==> src/rie_pkg.sv <==
// constants shared by the return instruction execution unit
package rie_pkg;
    // instruction word, program counter and data widths
    localparam int          INSTR_W    = 14;
    localparam int          PC_W       = 13;
    localparam int          DATA_W     = 8;
    // interrupt return opcode, exact match
    localparam logic [13:0] OP_IRET    = 14'h0009;
    // subroutine return opcode, exact match
    localparam logic [13:0] OP_RET     = 14'h0008;
    // literal return: bits 13:10 must match, bits 9:8 are don't care
    localparam logic [13:0] LRET_MASK  = 14'h3c00;
    localparam logic [13:0] LRET_MATCH = 14'h3400;
    // literal field position
    localparam int          LIT_LSB    = 0;
    // global interrupt enable position inside the interrupt control register
    localparam int          IRQ_EN_BIT = 7;
    // instruction cycles taken by every return
    localparam int          RET_CYCLES = 2;
    // reset values
    localparam logic [12:0] PC_RST     = 13'h0000;
    localparam logic [7:0]  W_RST      = 8'h00;
    localparam logic [7:0]  IRQC_RST   = 8'h00;
endpackage

==> src/rie_dec_if.sv <==
// decode results passed from the opcode decoder to the execution unit
`timescale 1ns/1ps
`default_nettype none
interface rie_dec_if;
    logic [13:0] instr;       // instruction word to decode
    logic        is_iret;     // interrupt return decoded
    logic        is_lret;     // literal return decoded
    logic        is_ret;      // subroutine return decoded
    logic [7:0]  literal;     // immediate of a literal return

    // decoder side
    modport decoder (
        input  instr,
        output is_iret,
        output is_lret,
        output is_ret,
        output literal
    );
    // execution side
    modport exec (
        output instr,
        input  is_iret,
        input  is_lret,
        input  is_ret,
        input  literal
    );
endinterface
`default_nettype wire

==> src/rie_decode.sv <==
// combinational decoder for the three return opcodes
`timescale 1ns/1ps
`default_nettype none
module rie_decode (
    rie_dec_if.decoder dec
);
    // exact match for the two operand-less returns
    assign dec.is_iret = (dec.instr == rie_pkg::OP_IRET);
    assign dec.is_ret  = (dec.instr == rie_pkg::OP_RET);
    // masked match, bits 9:8 ignored
    assign dec.is_lret = ((dec.instr & rie_pkg::LRET_MASK) == rie_pkg::LRET_MATCH);
    // low eight bits carry the literal, any value 0..255
    assign dec.literal = dec.instr[rie_pkg::LIT_LSB +: rie_pkg::DATA_W];
endmodule
`default_nettype wire

==> src/rie_return_exec.sv <==
// execution unit for interrupt return, literal return and subroutine return
`timescale 1ns/1ps
`default_nettype none
module rie_return_exec (
    input  wire logic        clk,              // 250 MHz core clock
    input  wire logic        rstn,             // synchronous reset, active low
    input  wire logic        instr_valid,      // fetched word present this cycle
    input  wire logic [13:0] instr,            // fetched instruction word
    input  wire logic [12:0] stack_top,        // current top of return stack
    input  wire logic        w_wr_en,          // other instructions writing W
    input  wire logic [7:0]  w_wr_data,        // data for that W write
    input  wire logic        ctl_wr_en,        // other writes to interrupt control
    input  wire logic [7:0]  ctl_wr_data,      // data for that control write
    output logic      [12:0] pc,               // program counter
    output logic      [7:0]  w_reg,            // working register
    output logic      [7:0]  irq_control_reg,  // interrupt control register
    output logic             stack_pop,        // one-cycle pop strobe to stack
    output logic             prefetch_flush    // prefetched word is discarded
);
    // execution phase
    typedef enum logic {
        ST_EXEC,
        ST_FLUSH
    } rie_state_e;

    rie_state_e  state;       // current phase
    logic        take_ret;    // a return is accepted this cycle
    logic        any_ret;     // decoded word is one of the returns

    // decode carrier
    rie_dec_if dec ();

    // opcode decoder
    rie_decode u_decode (
        .dec (dec)
    );

    // word under decode
    assign dec.instr = instr;
    // any of the three returns
    assign any_ret   = dec.is_iret | dec.is_lret | dec.is_ret;
    // a return is only taken in the execute phase, never on a discarded word
    assign take_ret  = (state == ST_EXEC) && instr_valid && any_ret;

    // phase sequencing: return takes execute plus one flush cycle
    // two cycle sequence
    always_ff @(posedge clk) begin
        if (!rstn) begin
            state <= ST_EXEC;
        end else begin
            case (state)
                // accept the return, go to the refetch cycle
                ST_EXEC: begin
                    if (take_ret) begin
                        state <= ST_FLUSH;
                    end
                end
                // refetch cycle always returns to execute
                ST_FLUSH: begin
                    state <= ST_EXEC;
                end
                default: begin
                    state <= ST_EXEC;
                end
            endcase
        end
    end

    // program counter: restored from stack top on any return
    // stack top into pc
    always_ff @(posedge clk) begin
        if (!rstn) begin
            pc <= rie_pkg::PC_RST;
        end else if (take_ret) begin
            pc <= stack_top;
        end else if ((state == ST_EXEC) && instr_valid) begin
            // sequential fetch for any other instruction
            pc <= pc + 13'h0001;
        end
    end

    // pop strobe: one cycle, in the refetch cycle
    // stack pop strobe
    always_ff @(posedge clk) begin
        if (!rstn) begin
            stack_pop <= 1'b0;
        end else begin
            stack_pop <= take_ret;
        end
    end

    // flush flag marks the second cycle, fetched word is ignored
    // discard prefetched word
    always_ff @(posedge clk) begin
        if (!rstn) begin
            prefetch_flush <= 1'b0;
        end else begin
            prefetch_flush <= take_ret;
        end
    end

    // working register: literal return overrides other writers
    // literal into W
    always_ff @(posedge clk) begin
        if (!rstn) begin
            w_reg <= rie_pkg::W_RST;
        end else if (take_ret && dec.is_lret) begin
            // full 8-bit literal, don't care bits dropped
            // every literal accepted
            w_reg <= dec.literal;
        end else if (w_wr_en) begin
            // ordinary write from the rest of the core
            w_reg <= w_wr_data;
        end
    end

    // interrupt control: iret sets enable, set wins over a clearing write
    // set global enable
    always_ff @(posedge clk) begin
        if (!rstn) begin
            irq_control_reg <= rie_pkg::IRQC_RST;
        end else begin
            if (ctl_wr_en) begin
                irq_control_reg <= ctl_wr_data;
            end
            if (take_ret && dec.is_iret) begin
                irq_control_reg[rie_pkg::IRQ_EN_BIT] <= 1'b1;
            end
        end
    end
endmodule
`default_nettype wire

==> config.mk <==
export PLATFORM = sky130hd
export DESIGN_NAME = rie_return_exec
export DESIGN_NICKNAME = d
export VERILOG_FILES = /design/src/rie_pkg.sv /design/src/rie_dec_if.sv /design/src/rie_decode.sv /design/src/rie_return_exec.sv
export SDC_FILE = /design/constraint.sdc
export NUM_CORES = 1
export LEC_CHECK = 0
export BUFFER_PORTS_ARGS = -buffer_cell sky130_fd_sc_hd__buf_2
export CORE_ASPECT_RATIO = 2
export CORE_MARGIN = 4
export CORE_UTILIZATION = 48
export CTS_BUF_LIST = sky130_fd_sc_hd__clkbuf_4 sky130_fd_sc_hd__clkbuf_8
export DETAILED_ROUTE_END_ITERATION = 10
export PLACE_DENSITY = 0.8
export SYNTH_ARGS = -nofsm -noshare
export SYNTH_HDL_FRONTEND = slang
export SYNTH_HIERARCHICAL = 1
export SYNTH_SLANG_ARGS = --single-unit
==> constraint.sdc <==
create_clock -name clk -period 2.4 [get_ports clk]
set_input_delay 0.24 -clock clk [delete_from_list [all_inputs] [get_ports clk]]
set_output_delay 0.24 -clock clk [all_outputs]
set_load 0.02 [all_outputs]
==> results of run 1 <==
-- layout make-up --
class | instances | area share
clock inverter | 1 | 0.00232
tap | 32 | 0.0185
sequential | 31 | 0.287
timing repair buffer | 85 | 0.211
inverter | 1 | 0.00174
multi-input combinational | 141 | 0.441
clock buffer | 6 | 0.0382
-- cells in the mapped netlist, drive strengths merged (2+ instances only) --
master	n	share of area
or4	3	0.016
dfxtp	31	0.37
nand4	2	0.016
nor3	6	0.018
nor2b	8	0.030
and2	2	0.0074
or3	2	0.0074
and3	3	0.016
nor4	4	0.015
o211a	9	0.053
o21ai	9	0.027
nand2	27	0.060
clkbuf	12	0.027
o21a	2	0.0089
nand3	7	0.021
o31ai	2	0.0089
a21oi	9	0.027
a21boi	3	0.013
buf	10	0.042
o22ai	2	0.0074
nor2	4	0.0089
mux2i	17	0.10
-- critical path, stage by stage --
cell and delay, ps:
buf_2 90, or4_1 530, nor4_1 430, or3_1 230
buf_12 160, a32o_1 130, a21oi_1 60, a311oi_1 280
-- placed cells by master, fill, tap and decap left out, types with 2 or more instances in the layout --
master | Yosys | routed
o31ai_1 | 2 | 2
nor2b_1 | 8 | 8
a21oi_1 | 9 | 9
nand2_1 | 27 | 27
or3_1 | 2 | 2
nand3_1 | 7 | 7
mux2i_1 | 17 | 17
buf_4 | 9 | 6
nor2_1 | 4 | 4
dfxtp_1 | 31 | 31
a21boi_0 | 3 | 3
and3_2 | 2 | 2
o21ai_0 | 9 | 9
or4_1 | 2 | 2
nor4_1 | 4 | 4
o21a_1 | 2 | 2
o211a_1 | 9 | 9
buf_2 | 0 | 78
clkbuf_8 | 0 | 6
o22ai_1 | 2 | 2
nor3_1 | 6 | 6
-- power breakdown --
part	internal [mW]	total, mW	switching [mW]
combinational	0.0901	0.194	0.104
clock	0.225	0.406	0.182
sequential	0.539	0.556	0.0166
-- cells by family after synthesis --
logic type      after synthesis  synth area share
simple gates                 76             0.254
compound gates               46             0.194
flops                        31             0.367
buf+inv                      23            0.0709
mux                          18             0.107
fa+ha+maj                     1           0.00739
-- per-stage QoR --
step / setup slack (ps) / std cells / util / power (mW) / area, µm²
4_1_cts: 428 / 297 / 0.639 / 1.17 / 2160
3_5_place_dp: 148 / 290 / 0.613 / 0.763 / 2070
3_3_place_gp: 243 / 290 / 0.613 / 0.759 / 2070
6_report: 415 / 297 / 0.639 / 1.16 / 2160
5_1_grt: 227 / 297 / 0.639 / 1.21 / 2160
2_1_floorplan: 326 / 195 / - / 0.688 / 1690
-- final timing paths --
check	start	to	slack [ps]	cells after the start
setup reg to reg	pc[0]	pc[12]	570	5
setup / recovery	instr[9]	pc[9]	420	8
hold / removal	ctl_wr_data[6]	irq_control_reg[6]	220	3
hold reg to reg	pc[3]	pc[3]	510	2
-- layer usage --
layer	part of all wire	vias up	GRT usage	wire length [µm]
met5	0	-	0	0
met4	0.017	0	0.0947	72
met3	0.057	6	0.0325	243
met2	0.56	59	0.365	2370
met1	0.37	799	0.195	1560
li1	-	845	-	-
==> results.md, run 1 <==
* Outcome: finished clean
* Total CTS buffers at 5
* Syn Inst Count at 195
* Sequential area share after synthesis at 0.367
* CTS tree: yes
* DR DRC count at 0
* Largest net degree at the start of global routing at 31
* Initial Utilization at 0.501
* FILL cells at 319
* RSZ-0062 raised after global routing: no
* Critical path class: in -> reg
* Area Overhead vs Synth at 27.6%
* Leakage at 1.11 nW
* Final antenna diode count at 0
* First-pass GRT wire length at 7130 µm
* Total routed wirelength at 4240 µm
* Sink Count at 31
* Worst Setup End Kind: register
* Clock Path Buffers at 2
* FF+latch count, synth at 31
* Via/cell ratio at 5.75
* Die area at 4600 µm²
* Tmin final at 1980 ps
* Post-synth ARST share at 0
* Worst-skew pair later-pin latency at 270 ps
* Critical path launch point type: input port
* Chip width at 50.0 µm
* Worst hold slack at 221 ps
* Syn Area/Cell at 8.68 µm²
* Htree depth at 2
* Worst hold path class: in -> reg
* Starting DRT DRC Count at 53
* Average wire per standard cell at 14.3 µm
* Storage cell area at 621 µm²
* HPWL after detailed placement at 3290 µm
* Number of global-route vias before repair at 1649
* Core footprint at 3380 µm²
* I/O Buffers at 78
* Final cycle utilization of the critical path at 0.827
* Maximum VDD drop at 0.000500 V
* Number of flip-flops in the largest register at 13
* Fin. Hold Viols at 0
* Top_reg_cell synth: dfxtp_1
* Number of flops mapped to enable cells by yosys at 0
* Distinct cells, synth at 48
* Gpl congestion at 0.809
* Rows at 30
* CTS Hold Bufs at 0
* Total grt overflow at 0
* Critical Path Fanout Max at 22
* CP required at 2570 ps
* Nets@finish at 314
* Via Count at 1709
* Share of cells above drive strength 1 at 0.374
* Drt pass-1 iters at 4
* Critical Path AT at 2160 ps
* Worst-Margin Slew at 962 ps
* Final setup fails at 0
* Slew headroom at 0.353
* Power density cells at 535 nW/µm²
* Net Count, Synth at 244
* Final Max Slew Viols at 0
* Reg clk slew, reported paths at 60 ps
* # Post-CTS Setup Buffers at 0
* Final antenna-violating net count at 0
* Die height at 92.0 µm
* CTS Root Cell: clkbuf_8
* Max-cap viol count at 0
* Total GRT Usage at 0.194
* Area of the multi-input gates at 952 µm²
* Mapped cell area at 1690 µm²
* Yosys warning total at 6
* Initial antenna violation count at 0
* Layout Skew at 6.50 ps
* PostCTS Resize Cnt at 0
* Fmax at 504 MHz
* Setup TNS at 0 ps
* Num ports at 79
No activity file was read; power rests on OpenSTA's default activity.
==> inputs of run 2 (changes only) <==
--- a/config.mk
+++ b/config.mk
@@ -8,10 +8,10 @@
 export BUFFER_PORTS_ARGS = -buffer_cell sky130_fd_sc_hd__buf_2
 export CORE_ASPECT_RATIO = 2
 export CORE_MARGIN = 4
-export CORE_UTILIZATION = 48
+export CORE_UTILIZATION = 43
 export CTS_BUF_LIST = sky130_fd_sc_hd__clkbuf_4 sky130_fd_sc_hd__clkbuf_8
 export DETAILED_ROUTE_END_ITERATION = 10
-export PLACE_DENSITY = 0.8
+export PLACE_DENSITY = 0.76
 export SYNTH_ARGS = -nofsm -noshare
 export SYNTH_HDL_FRONTEND = slang
 export SYNTH_HIERARCHICAL = 1
==> constraint.sdc (replaced) <==
create_clock -name clk -period 1.7 [get_ports clk]
set_input_delay 0.17 -clock clk [delete_from_list [all_inputs] [get_ports clk]]
set_output_delay 0.17 -clock clk [all_outputs]
set_load 0.02 [all_outputs]
==> results.md, run 2 (synthesis gave the netlist of run 1 again) <==
* Worst-Margin Slew at 492 ps
* Total CTS buffers at 5
* Final cycle utilization of the critical path at 0.994
* Maximum VDD drop at 0.000542 V
* Via/cell ratio at 5.32
* Flop pwr share at 0.446
* Sw Ratio at 0.259
* Total grt overflow at 0
* Fin worst setup slack at 10.1 ps
* Final antenna-violating net count at 0
* Net Sw Power at 0.457 mW
* CP required at 1870 ps
* Highest-count cells in the layout ignoring fill and taps: 77 x buf_2, 27 x nand2_1, 26 x dfxtp_1
* Via Count at 1793
* Final setup fails at 0
* Rows at 32
* Critical path class: in -> reg
* Clock Path Buffers at 2
* Leakage at 1.26 nW
* Die area at 5070 µm²
* Num ports at 79
* Worst Setup End Kind: register
* Average wire per standard cell at 14.4 µm
* Final Max Slew Viols at 0
* Number of flip-flops in the largest register at 13
* Commonest non-fill, non-tap cell in the layout: buf_2
* Drt pass-1 iters at 4
* Sink Count at 31
* HPWL after detailed placement at 3850 µm
* Fin. Hold Viols at 0
* Non-filler cells, final at 337
* Total routed wirelength at 4860 µm
* Initial Utilization at 0.440
* RSZ-0062 raised after global routing: yes
* Layout Skew at 6.33 ps
* Nets@finish at 334
* Core footprint at 3840 µm²
* First-pass GRT wire length at 8120 µm
* Slew headroom at 0.671
* Htree depth at 2
* Hold depth at 3
* Dpl cells at 326
* Gpl congestion at 0.810
* Starting DRT DRC Count at 23
* Final antenna diode count at 0
* Logic pwr share at 0.185
* Critical path launch point type: input port
* CTS Root Cell: clkbuf_8
* I/O Buffers at 78
* Fin util at 0.651
* FF-to-FF path depth at 4
* Largest net degree at the start of global routing at 21
* Critical Path AT at 1860 ps
* Worst hold path class: in -> reg
* Setup TNS at 0 ps
* Die height at 96.7 µm
* Share of cells above drive strength 1 at 0.493
* Critical Path Fanout Max at 8
* Chip width at 52.4 µm
* Reg clk slew, reported paths at 70 ps
* Worst-skew pair later-pin latency at 280 ps
* Total GRT Usage at 0.205
* FILL cells at 363
* Power density cells at 704 nW/µm²
* Power Internal at 1.30 mW
* Outcome: finished clean
* CTS tree: yes
* Tmin final at 1690 ps
* Initial antenna violation count at 0
* Area Overhead vs Synth at 47.7%
* Max-cap viol count at 0
* Clock power frac at 0.369
* Pre-CTS WS at -307 ps
* DR DRC count at 0
* Fmax at 592 MHz
* Number of global-route vias before repair at 1899
[run 2: cell types whose count changed in the layout (fill, tap and decap cells not counted), moves of 3 or more]
cell	change
buf_4	+17
dfxtp_1	-5
o21ai_0	-4
buf_6	+3
dfxtp_2	+3
nor3_1	-3
nor4_1	-3
o21ai_1	+3
[run 2: metal layers]
| metal | GRT usage | vias to the layer above | wire length (µm) |
|---|---|---|---|
| li1 | - | 889 | - |
| met1 | 0.198 | 837 | 1670 |
| met2 | 0.386 | 58 | 2820 |
| met3 | 0.0293 | 9 | 257 |
| met4 | 0.104 | 0 | 115 |
| met5 | 0 | - | 0 |
[run 2: critical path: stages]
cell      delay [ps]
buf_6             90
or4_4            570
nor4_4           350
or3_4            240
buf_12           130
a21oi_1           40
o211ai_1         180
o21ai_1           90
[run 2: metrics by stage]
stage | area [µm²] | hold WS [ps] | power, mW
6_report | 2500 | 150 | 1.76
5_1_grt | 2500 | 160 | 1.85
4_1_cts | 2450 | 147 | 1.78
3_5_place_dp | 2320 | 436 | 1.12
3_3_place_gp | 2320 | 422 | 1.11
2_1_floorplan | 1800 | 336 | 0.984
[run 2: area by class of cell]
cell class	count	area, µm²	area share
Multi-Input combinational cell	141	1070	0.426
Clock buffer	8	104	0.0415
Inverter	1	3.75	0.00150
Tap cell	51	63.8	0.0255
Timing Repair Buffer	105	632	0.253
Sequential cell	31	632	0.253
[run 2: what timing repair did]
item / in CTS / in global routing
pin swaps: 3 / 15
gates resized for setup: 2 / 12
setup endpoints to repair: 3 / 10
hold buffers: 0 / 0
buffers inserted: 2 / 1
[run 2: final timing paths]
| check | startpoint | endpoint | slack, ps |
|---|---|---|---|
| max | instr[9] | pc[7] | 10 |
| min | ctl_wr_data[6] | irq_control_reg[6] | 150 |
| min reg2reg | irq_control_reg[6] | irq_control_reg[6] | 510 |
| max reg2reg | pc[7] | pc[12] | 70 |
[run 2: power by group through the flow]
stage / clock network, mW / registers, mW / logic, mW
finish: 0.650 / 0.785 / 0.327
detailed placement: 0 / 0.801 / 0.316
floorplan: 0 / 0.843 / 0.141
global route: 0.705 / 0.788 / 0.359
global placement: 0 / 0.799 / 0.310
CTS: 0.670 / 0.785 / 0.321
